===== src/design/mfc_pkg.sv =====
package mfc_pkg;

    // register byte offsets
    localparam logic [7:0] MFC_CTRL_OFS = 8'h00;
    localparam logic [7:0] MFC_DOMAIN_OFS = 8'h04;
    localparam logic [7:0] MFC_DFSR_OFS = 8'h08;
    localparam logic [7:0] MFC_FAR_OFS = 8'h0C;
    localparam logic [7:0] MFC_IFSR_OFS = 8'h10;

    // control register fields
    localparam int MFC_CTRL_MMU_EN_BIT = 0;
    localparam int MFC_CTRL_ALIGN_EN_BIT = 1;
    localparam logic [1:0] MFC_CTRL_RESET = 2'h0;
    localparam logic [31:0] MFC_DOMAIN_RESET = 32'h0000_0000;

    // data fault status layout: domain, status, domain valid
    localparam int MFC_DFSR_DOM_LSB = 0;
    localparam int MFC_DFSR_STAT_LSB = 4;
    localparam int MFC_DFSR_DVALID_BIT = 8;

    // access size codes
    localparam logic [1:0] MFC_SIZE_BYTE = 2'h0;
    localparam logic [1:0] MFC_SIZE_HALF = 2'h1;
    localparam logic [1:0] MFC_SIZE_WORD = 2'h2;

    // descriptor fields
    localparam logic [1:0] MFC_DESC_INVALID = 2'h0;
    localparam logic [1:0] MFC_DESC_L1_SECTION = 2'h2;
    localparam logic [1:0] MFC_DESC_COARSE_BAD = 2'h3;
    localparam int MFC_L1_DOMAIN_LSB = 5;
    localparam logic [1:0] MFC_DOMAIN_CLIENT = 2'h1;

    // smallest page used to filter bus aborts
    localparam int MFC_PAGE_SHIFT = 10;

    // fault sources, index 0 is the highest priority
    localparam int MFC_NSRC = 12;
    localparam int MFC_SRC_ALIGN = 0;
    localparam int MFC_SRC_TLBMISS = 1;
    localparam int MFC_SRC_EXT_L1 = 2;
    localparam int MFC_SRC_EXT_L2 = 3;
    localparam int MFC_SRC_TR_SEC = 4;
    localparam int MFC_SRC_TR_PAGE = 5;
    localparam int MFC_SRC_DOM_SEC = 6;
    localparam int MFC_SRC_DOM_PAGE = 7;
    localparam int MFC_SRC_PERM_SEC = 8;
    localparam int MFC_SRC_PERM_PAGE = 9;
    localparam int MFC_SRC_EXT_BUS = 10;
    localparam int MFC_SRC_DEBUG = 11;

    // status codes in source order
    localparam logic [47:0] MFC_STATUS_TABLE = {
        4'h2, 4'hA, 4'hF, 4'hD, 4'hB, 4'h9,
        4'h7, 4'h5, 4'hE, 4'hC, 4'h0, 4'h1
    };
    // sources raised before a domain was read
    localparam logic [11:0] MFC_DOM_INVALID_MASK = 12'h017;

    typedef struct packed {
        logic is_data;
        logic [1:0] size;
        logic swap;
        logic tlb_miss;
        logic debug;
        logic [31:0] vaddr;
    } mfc_access_t;

    typedef struct packed {
        logic ext_abort;
        logic coarse;
        logic [31:0] desc;
    } mfc_walk_t;

    typedef struct packed {
        logic first;
        logic ext_abort;
        logic noncached_read;
        logic unbuffered_write;
        logic locked_swap_nc;
        logic [31:0] addr;
    } mfc_beat_t;

endpackage


===== src/design/mfc_fault_check.sv =====
// Contract
// - word access needs both low bits zero
// - halfword needs bit 0 zero; bytes unchecked
// - alignment on data only, own enable
// - translation checks only with unit enabled
// - level one low bits 00 faults
// - coarse 00/11 or fine 00 faults
// - domain field bit 0 clear faults
// - section domain at L1, page at L2
// - domain write discards unlocked entries
// - permission check only for client domains
// - section perm at L1, page at L2
// - violation blocks bus and aborts core
// - data fault stores domain and address
// - fetch fault updates status, pipelined onward
// - report only highest priority source
// - alignment 0001, miss 0000, L1 1100
// - L2 1110, section 0101, page 0111
// - domain, permission, external, debug codes
// - domain invalid for early faults
// - burst aborts on first or page-crossing beat
// - bus aborts honoured only on listed accesses
// - aborted swap read cancels write
// - fetch side prefetch, data side data abort
//
// Added by the designer: the placing of the registers and strobed register access.
module mfc_fault_check
    import mfc_pkg::*;
#(
    parameter int PIPE_STAGES = 3
)
(
    input wire logic core_clk,
    input wire logic arst_n,
    input wire logic [7:0] reg_addr,
    input wire logic [31:0] reg_wdata,
    input wire logic reg_wr,
    input wire logic reg_rd,
    output logic [31:0] reg_rdata,
    input wire logic acc_valid,
    input wire mfc_access_t acc,
    input wire logic l1_valid,
    input wire mfc_walk_t l1,
    input wire logic l2_valid,
    input wire mfc_walk_t l2,
    input wire logic perm_fail,
    input wire logic beat_valid,
    input wire mfc_beat_t beat,
    input wire logic pipe_advance,
    input wire logic pipe_flush,
    output logic data_abort,
    output logic prefetch_abort,
    output logic bus_block,
    output logic swap_write_cancel,
    output logic tlb_flush_unlocked
);

    logic [1:0] ctrl_q;
    logic [31:0] domain_permission_register_q;
    logic [8:0] dfsr_q;
    logic [31:0] fault_address_capture_q;
    logic [3:0] ifsr_q;
    logic [31:0] rdata_q;
    logic is_data_q;
    logic swap_q;
    logic [31:0] vaddr_q;
    logic [3:0] domain_q;
    logic lock_q;
    logic [MFC_PAGE_SHIFT-1:0] page_unused_q;
    logic [31-MFC_PAGE_SHIFT:0] page_q;
    logic dabort_q;
    logic block_q;
    logic swap_cancel_q;
    logic flush_q;
    logic [PIPE_STAGES-1:0] pipe_q;

    // register decode
    wire wr_ctrl = reg_wr && (reg_addr == MFC_CTRL_OFS);
    wire wr_domain = reg_wr && (reg_addr == MFC_DOMAIN_OFS);
    wire mmu_en = ctrl_q[MFC_CTRL_MMU_EN_BIT];
    wire align_en = ctrl_q[MFC_CTRL_ALIGN_EN_BIT];
    logic [31:0] rd_mux;
    assign rd_mux =
        (reg_addr == MFC_CTRL_OFS) ? {30'h0, ctrl_q} :
        (reg_addr == MFC_DOMAIN_OFS) ? domain_permission_register_q :
        (reg_addr == MFC_DFSR_OFS) ? {23'h0, dfsr_q} :
        (reg_addr == MFC_FAR_OFS) ? fault_address_capture_q :
        (reg_addr == MFC_IFSR_OFS) ? {28'h0, ifsr_q} : 32'h0;

    // current access side: a new request overrides the latched one
    wire cur_data = acc_valid ? acc.is_data : is_data_q;
    wire cur_swap = acc_valid ? acc.swap : swap_q;
    wire [31:0] cur_va = acc_valid ? acc.vaddr : vaddr_q;
    wire locked = lock_q && !acc_valid;

    wire mis_word = (acc.size == MFC_SIZE_WORD) && (acc.vaddr[1:0] != 2'h0);
    wire mis_half = (acc.size == MFC_SIZE_HALF) && acc.vaddr[0];
    // data only, gated by its own enable
    wire f_align = acc_valid && acc.is_data && align_en
        && (mis_word || mis_half);

    // level one and level two descriptor decode
    wire [3:0] l1_dom = l1.desc[MFC_L1_DOMAIN_LSB +: 4];
    wire l1_ok = l1_valid && !l1.ext_abort && mmu_en;
    wire l1_section = l1.desc[1:0] == MFC_DESC_L1_SECTION;
    wire [1:0] l1_field = domain_permission_register_q[{l1_dom, 1'b0} +: 2];
    wire [1:0] l2_field = domain_permission_register_q[{domain_q, 1'b0} +: 2];
    wire l2_ok = l2_valid && !l2.ext_abort && mmu_en;
    wire l2_bad_coarse = (l2.desc[1:0] == MFC_DESC_INVALID)
        || (l2.desc[1:0] == MFC_DESC_COARSE_BAD);
    wire l2_bad_fine = l2.desc[1:0] == MFC_DESC_INVALID;

    // honour bus abort on first beat or 1KB crossing
    wire page_cross = beat.addr[31:MFC_PAGE_SHIFT] != page_q;
    // only aborts on accesses that can take them
    wire beat_class = beat.noncached_read || beat.unbuffered_write
        || beat.locked_swap_nc;

    logic [MFC_NSRC-1:0] src;
    // translation, domain, permission need the unit enabled
    assign src[MFC_SRC_ALIGN] = f_align;
    assign src[MFC_SRC_TLBMISS] = acc_valid && acc.tlb_miss && mmu_en;
    assign src[MFC_SRC_EXT_L1] = l1_valid && l1.ext_abort;
    assign src[MFC_SRC_EXT_L2] = l2_valid && l2.ext_abort;
    assign src[MFC_SRC_TR_SEC] = l1_ok && (l1.desc[1:0] == MFC_DESC_INVALID);
    assign src[MFC_SRC_TR_PAGE] = l2_ok
        && (l2.coarse ? l2_bad_coarse : l2_bad_fine);
    // section domain checked at level one return
    assign src[MFC_SRC_DOM_SEC] = l1_ok && l1_section && !l1_field[0];
    // page domain checked at level two return
    assign src[MFC_SRC_DOM_PAGE] = l2_ok && !l2_field[0];
    assign src[MFC_SRC_PERM_SEC] = l1_ok && l1_section
        && (l1_field == MFC_DOMAIN_CLIENT) && perm_fail;
    assign src[MFC_SRC_PERM_PAGE] = l2_ok
        && (l2_field == MFC_DOMAIN_CLIENT) && perm_fail;
    assign src[MFC_SRC_EXT_BUS] = beat_valid && beat.ext_abort && beat_class
        && (beat.first || page_cross);
    assign src[MFC_SRC_DEBUG] = acc_valid && acc.debug;

    // pick the highest priority source only
    logic [3:0] win_status;
    logic win_dom_valid;
    always_comb
    begin
        win_status = 4'h0;
        win_dom_valid = 1'b0;
        for (int i = MFC_NSRC - 1; i >= 0; i--)
        begin
            if (src[i])
            begin
                win_status = MFC_STATUS_TABLE[i*4 +: 4];
                win_dom_valid = !MFC_DOM_INVALID_MASK[i];
            end
        end
    end

    // all later sources stay masked until a new access request arrives
    wire report = (|src) && !locked;
    wire rep_data = report && cur_data;
    wire rep_inst = report && !cur_data;
    wire [3:0] rep_dom = l1_valid ? l1_dom : domain_q;

    always_ff @(posedge core_clk or negedge arst_n)
    begin
        if (!arst_n)
        begin
            ctrl_q <= MFC_CTRL_RESET;
            domain_permission_register_q <= MFC_DOMAIN_RESET;
            rdata_q <= 32'h0;
            flush_q <= 1'b0;
        end
        else
        begin
            if (wr_ctrl)
                ctrl_q <= reg_wdata[1:0];
            if (wr_domain)
                domain_permission_register_q <= reg_wdata;
            rdata_q <= reg_rd ? rd_mux : 32'h0;
            // discard unlocked entries after a domain write
            flush_q <= wr_domain;
        end
    end

    // access context
    always_ff @(posedge core_clk or negedge arst_n)
    begin
        if (!arst_n)
        begin
            is_data_q <= 1'b0;
            swap_q <= 1'b0;
            vaddr_q <= 32'h0;
            domain_q <= 4'h0;
            page_q <= '0;
        end
        else
        begin
            if (acc_valid)
            begin
                is_data_q <= acc.is_data;
                swap_q <= acc.swap;
                vaddr_q <= acc.vaddr;
            end
            if (l1_valid)
                domain_q <= l1_dom;
            if (beat_valid)
                page_q <= beat.addr[31:MFC_PAGE_SHIFT];
        end
    end

    // fault reporting
    always_ff @(posedge core_clk or negedge arst_n)
    begin
        if (!arst_n)
        begin
            lock_q <= 1'b0;
            dabort_q <= 1'b0;
            block_q <= 1'b0;
            swap_cancel_q <= 1'b0;
            dfsr_q <= 9'h0;
            fault_address_capture_q <= 32'h0;
            ifsr_q <= 4'h0;
        end
        else
        begin
            lock_q <= report || locked;
            // keep the bus access blocked for this access
            block_q <= report || (block_q && !acc_valid);
            // aborted swap read cancels its write
            swap_cancel_q <= (report && cur_swap)
                || (swap_cancel_q && !acc_valid);
            // data side raises a data abort
            dabort_q <= rep_data;
            // data side captures domain, status, address
            if (rep_data)
            begin
                dfsr_q[MFC_DFSR_DOM_LSB +: 4] <= rep_dom;
                dfsr_q[MFC_DFSR_STAT_LSB +: 4] <= win_status;
                dfsr_q[MFC_DFSR_DVALID_BIT] <= win_dom_valid;
                fault_address_capture_q <= cur_va;
            end
            if (rep_inst)
                ifsr_q <= win_status;
        end
    end

    // prefetch abort rides the pipe to execute
    genvar g;
    generate
        for (g = 0; g < PIPE_STAGES; g++)
        begin : g_pipe
            logic feed;
            if (g == 0)
            begin : g_head
                assign feed = rep_inst || (pipe_q[0] && !pipe_advance);
            end
            else
            begin : g_body
                assign feed = pipe_advance ? pipe_q[g-1] : pipe_q[g];
            end
            always_ff @(posedge core_clk or negedge arst_n)
            begin
                if (!arst_n)
                    pipe_q[g] <= 1'b0;
                else
                    pipe_q[g] <= feed && !pipe_flush;
            end
        end
    endgenerate

    assign reg_rdata = rdata_q;
    assign data_abort = dabort_q;
    assign prefetch_abort = pipe_q[PIPE_STAGES-1];
    assign bus_block = block_q;
    assign swap_write_cancel = swap_cancel_q;
    assign tlb_flush_unlocked = flush_q;

endmodule // mfc_fault_check


===== config.mk =====
export PLATFORM = sky130hd
export DESIGN_NAME = mfc_fault_check
export DESIGN_NICKNAME = d
export VERILOG_FILES = /design/src/design/mfc_pkg.sv /design/src/design/mfc_fault_check.sv
export SDC_FILE = /design/constraint.sdc
export NUM_CORES = 1
export LEC_CHECK = 0
export BUFFER_PORTS_ARGS = -buffer_cell sky130_fd_sc_hd__buf_2
export CAP_MARGIN = 10
export CORE_MARGIN = 2
export CORE_UTILIZATION = 35
export DETAILED_ROUTE_END_ITERATION = 8
export REMOVE_ABC_BUFFERS = 1
export SYNTH_ARGS = -nofsm -noshare
export SYNTH_HDL_FRONTEND = slang
export SYNTH_SLANG_ARGS = --single-unit

===== constraint.sdc =====
create_clock -name core_clk -period 3.35 [get_ports core_clk]
set_input_delay 0.1675 -clock core_clk [delete_from_list [all_inputs] [get_ports core_clk]]
set_output_delay 0.1675 -clock core_clk [all_outputs]
set_load 0.02 [all_outputs]

==> run metrics, run 1 <==
Area Overhead vs Synth=32.75%; commonest cells in the netlist=179 x dfrtp_1, 136 x mux2_2, 36 x nor2_1, 31 x a22oi_1, 27 x nand2_1; DR WL/cell=between 15 and 20 um; DR iter-0 viols=roughly 200; Tmin final=approximately 3000 ps; core area=roughly 23000 um^2; setup TNS=0 ps; max incr delay on CP=approximately 600 ps; hold buffer count at cts=86; Final Max Tran Viols=0; P per Cell Area=between 500 and 600 nW/um^2; Yosys cell types=50; initial antenna violation count=3; Critical R2R Launch=domain_q[1]; f_max=between 300 and 400 MHz; Mapped Cells=599; Setup crit end kind=register; global route overflow=0; synth top area cells=dfrtp_1 56%, mux2_2 19%, mux4_2 4.2%; status=completed; final cell count without fillers=roughly 1100; Starting Density=0.3549; DP HPWL=14010 um; Clk Latency, worst-skew pair=between 400 and 500 ps; hold_ws=21.37 ps; crit path cell chain=mux4_2, a22oi_1, nand3_1, a2111o_1, and4_4, a21oi_4, buf_4, mux2_2; final core utilization=0.4712; crit path launch=domain_q[1]; final hold vios=0; Worst Tran Pin Value=approximately 600 ps; final WL=between 20000 and 25000 um; endpoints failing setup=0; Seq cells post-synth=179; Worst Path Required=3670 ps; Vias=~5700; layout cells sized above 1=0.4218; maximum fanout along the worst path=17; Final Wtd Congestion=approximately 0.9; post-route cell area=10640 um^2; reg2reg setup slack=between 200 and 300 ps; min-delay src=beat[31]; EDFF count, synth=0; Ports=about 230; Placed Instance Area=~9200 um^2; setup repair after global routing missed its margin=no; Setup Crit Path Kind=register to register; Reg clk slew, reported paths=around 80 ps; Synth area leader=dfrtp_1; Die Y=155.3 um; TritonCTS clock tree=built; TritonCTS Buffers=17; first-pass GRT wire length=around 32000 um; Antenna Nets Post-Route=0; row count=55; Worst Slack Setup Final=between 200 and 300 ps; Clock Power Share=0.375; Tightest Hold Check Type=input pin to register; CTS Buffer Depth=2; Port Buffers=roughly 160; setup bufs post-CTS=0; die area=~24000 um^2; post_cts resized=0; GRT Util Overall=0.1733; Combinational Power Share=0.142; Yosys top cell area share=0.5591; Pre-antenna DRT Iters=8; post-synthesis sequential area ratio=0.5591; crit share post-route=0.9185; vias in the first global route=just under 6000; vias per cell=approximately 5.0; internal power=~3.9 mW; pre-CTS setup slack=between 200 and 300 ps; CP max-delay cell=dfrtp_1; synthesized area=~8000 um^2; clock sink count=roughly 180; switching power=1.457 mW; Die X=about 160 um; total power=roughly 5.3 mW; VDD IR max=0.0003349 V; synthesized area per cell=between 10 and 15 um^2; max-cap violation count=0; Sw Ratio=0.2723; Pleak=4.949 nW; DP Cell Count=about 1000; antenna cells=0; largest net degree at the start of global routing=a little over 70; Async SR Flop Fraction=1.000; Setup crit start kind=register; predominant post-synthesis flop cell=dfrtp_1; Root Buffer=clkbuf_16; Yosys warnings=0; DRC viols=0; most frequent cell after synthesis=dfrtp_1; CP arrival=~3400 ps; sequential share of power=0.483; Clock Skew=~12 ps; Final nets=approximately 1000; Rel. slew slack=0.5849; number of H-tree levels=4
[worst max-delay path: cells and delay by family (launching register included)]
kind / cells / cell delay (ps)
mux: 2 / 940
compound gates: 3 / 790
flops: 1 / 600
simple gates: 2 / 330
buf+inv: 1 / 300
[final timing paths]
check / endpoint / cells past startpoint
max: fault_address_capture_q[18] / 8
min: page_q[21] / 2
max reg2reg: fault_address_capture_q[18] / 8
min reg2reg: vaddr_q[18] / 1
max in group asynchronous: vaddr_q[7] / 3
min in group asynchronous: reg_rdata[20] / 2
[kinds of logic after synthesis]
kind of cell,Yosys count,share of synthesized area
flip-flops,179,0.5591
multiplexers,168,0.2547
AND/OR/NAND/NOR,112,0.06856
AO/OA/AOI/OAI,75,0.06685
buffers and inverters,41,0.02405
XOR/XNOR,23,0.02514
adder cells (fa/ha/maj),1,0.001562
[routing by layer]
layer	up-vias	track usage	wire length (um)
met5	-	0	18
met4	4	0.03801	139
met1	2875	0.2392	9498
met3	16	0.04791	1138
li1	2683	-	-
met2	152	0.2747	9458
[power by group through the flow]
stage / logic, mW / registers, mW / clock network [mW]
6_report: 0.762 / 2.58 / 2.01
5_1_grt: 0.836 / 2.62 / 2.15
2_1_floorplan: 0.428 / 2.58 / 0
3_5_place_dp: 0.691 / 2.63 / 0
4_1_cts: 0.771 / 2.58 / 2.07
3_3_place_gp: 0.678 / 2.62 / 0
[cell usage in the layout, fill, tap and decap left out, types with 3 or more instances in the layout]
cell type,synthesis,routed
nor2_1,36,36
mux4_2,15,15
inv_8,0,6
nor2b_1,9,9
inv_1,10,10
clkinv_8,0,5
dlygate4sd3_1,0,86
and3_1,3,3
xor2_1,23,23
clkbuf_16,0,17
buf_2,4,162
dfrtp_1,179,179
a21oi_1,8,8
and2_1,4,4
a22oi_1,31,31
nand3_1,10,10
o21ai_0,14,14
nor3_1,3,3
mux2_2,136,136
nand4_1,3,3
buf_4,1,12
nand2_1,27,27
nor4_1,5,5
mux2i_1,16,16
o211ai_1,4,4
[flip-flops by register name, indices dropped and copies added (netlist names), 2 cells and up]
signal,flops
ifsr_q,4
fault_address_capture_q,32
domain_q,4
page_q,22
ctrl_q,2
dfsr_q,9
domain_permission_register_q,32
pipe_q,2
reg_rdata,32
vaddr_q,32
[layout make-up]
| type | instances | area [um^2] |
|---|---|---|
| flip-flops and latches | 179 | 4479 |
| clock inverters | 15 | 183.9 |
| multi-input cells | 379 | 3339 |
| inverters | 10 | 37.54 |
| fillers | 2086 | 11940 |
| well taps | 285 | 356.6 |
| clock buffers | 17 | 425.4 |
| repair buffers | 263 | 1813 |
No activity file was read; power rests on OpenSTA's default activity.
==> inputs of run 2 (changes only) <==
- MAX_ROUTING_LAYER: not set -> met4
==> run 2 against run 1 <==
Compared with the run above: die area unchanged; hold slack worse by 4.1 ps; global-route usage up 0.84 points; combinational power down 0.5%.
==> run metrics, run 2 (synthesis gave the netlist of run 1 again) <==
Worst Tran Pin Value=608.8 ps; final core utilization=0.4716; DP HPWL=between 10000 and 15000 um; crit share post-route=0.8912; most frequent cells in the layout=179 x dfrtp_1, 162 x buf_2, 136 x mux2_2, 85 x dlygate4sd3_1, 36 x nor2_1; Starting Density=0.3549; Reg clk slew, reported paths=roughly 70 ps; status=completed; Vias=5740; endpoints failing setup=0; Hold Path Depth=2; Setup crit end kind=register; number of H-tree levels=4; Tmin final=approximately 3000 ps; Pre-antenna DRT Iters=5; P per Cell Area=approximately 500 nW/um^2; core area=22570 um^2; Root Buffer=clkbuf_16; Die Y=approximately 160 um; Placed Instance Area=around 9200 um^2; Final Wtd Congestion=0.9029; layout cells sized above 1=0.4209; CP arrival=3290 ps; setup repair after global routing missed its margin=no; Critical R2R Launch=domain_q[1]; Hold Crit Endpoint=page_q[13]; row count=55; final WL=around 20000 um; Final Max Tran Viols=0; reg2reg setup slack=about 360 ps; cells on worst reg2reg path=8; number of fill cells in the layout=between 2000 and 2500; post-route cell area=between 10000 and 15000 um^2; Pleak=slightly below 5 nW; global route overflow=0; min-delay src=beat[23]; maximum fanout along the worst path=13; Ports=about 230; vias in the first global route=approximately 6200; Antenna Nets Post-Route=0; DR WL/cell=around 18 um; Tightest Hold Check Type=input pin to register; initial antenna violation count=2; first-pass GRT wire length=33090 um; Area Overhead vs Synth=32.88%; VDD IR max=about 0.00035 V; Clock Skew=~15 ps; setup bufs post-CTS=0; GRT Util Overall=0.1818; Die X=between 150 and 200 um; most common cell after layout, fill and taps aside=dfrtp_1; TritonCTS clock tree=built; clock sink count=179; hold_ws=about 17 ps; Clk Latency, worst-skew pair=roughly 430 ps; Rel. slew slack=0.5910; Setup Crit Path Kind=register to register; largest net degree at the start of global routing=between 80 and 90; TritonCTS Buffers=17; vias per cell=about 5.0; r2r endpoint=fault_address_capture_q[3]; Port Buffers=~160; DR iter-0 viols=between 300 and 400; final hold vios=0; post_cts resized=0; die area=between 20000 and 25000 um^2; setup TNS=0 ps; Worst Path Required=3660 ps; max-cap violation count=0; Setup crit start kind=register; crit path launch=domain_q[1]; CTS Buffer Depth=2; f_max=334.9 MHz; DRC viols=0; Final nets=1042
run 2: per-layer routing:
| layer | part of all wire | GRT usage | up-vias |
|---|---|---|---|
| met5 | 0 | - | - |
| met4 | 0.014 | 0.04762 | 0 |
| met3 | 0.049 | 0.03928 | 20 |
| met2 | 0.47 | 0.2863 | 153 |
| met1 | 0.47 | 0.2403 | 2887 |
| li1 | - | - | 2680 |
run 2: stage by stage:
stage | total power [mW] | worst slack [ps] | instances
after CTS | 5.536 | 323.5 | 1145
after floorplan | 3.007 | 204.9 | 568
after global routing | 5.739 | 106.7 | 1147
after detailed placement | 3.315 | 337.6 | 1028
final | 5.471 | 364.4 | 1147
after global placement | 3.292 | 371.2 | 1028
run 2: worst max path at each step:
stage / endpoint / cells after the start
global route: ifsr_q[3] / 8
finish: fault_address_capture_q[3] / 8
global placement: fault_address_capture_q[12] / 8
CTS: fault_address_capture_q[3] / 8
floorplan: dfsr_q[0] / 7
detailed placement: fault_address_capture_q[3] / 8
run 2: repair_timing:
item | in CTS | in global routing
setup endpoints to repair | 0 | 0
endpoints found under the hold margin | 147 | 0
hold buffers | 85 | 0
run 2: cell type report:
class | instances | area (um^2) | area share
multi-input combinational | 379 | 3339 | 0.3137
sequential | 179 | 4479 | 0.4208
timing repair buffer | 260 | 1788 | 0.1680
antenna | 2 | 5.005 | 0.0004701
tap | 285 | 356.6 | 0.03350
clock buffer | 17 | 425.4 | 0.03996
inverter | 10 | 37.54 | 0.003526
clock inverter | 15 | 214.0 | 0.02010
run 2: critical path: stages (launching register included):
cell and delay (ps):
dfrtp_1 580, mux4_2 560, a22oi_1 190, nand3_1 120, a2111o_1 420, and4_4 190
a21oi_4 180, buf_4 260, mux2_2 360
run 2: where the power goes:
| part | total, mW | internal (mW) | leakage, nW | switching [mW] |
|---|---|---|---|---|
| sequential | 2.59 | 2.43 | 2.25 | 0.158 |
| clock | 2.13 | 1.16 | 0.311 | 0.972 |
| combinational | 0.758 | 0.445 | 2.38 | 0.313 |
| total | 5.47 | 4.03 | 4.95 | 1.44 |
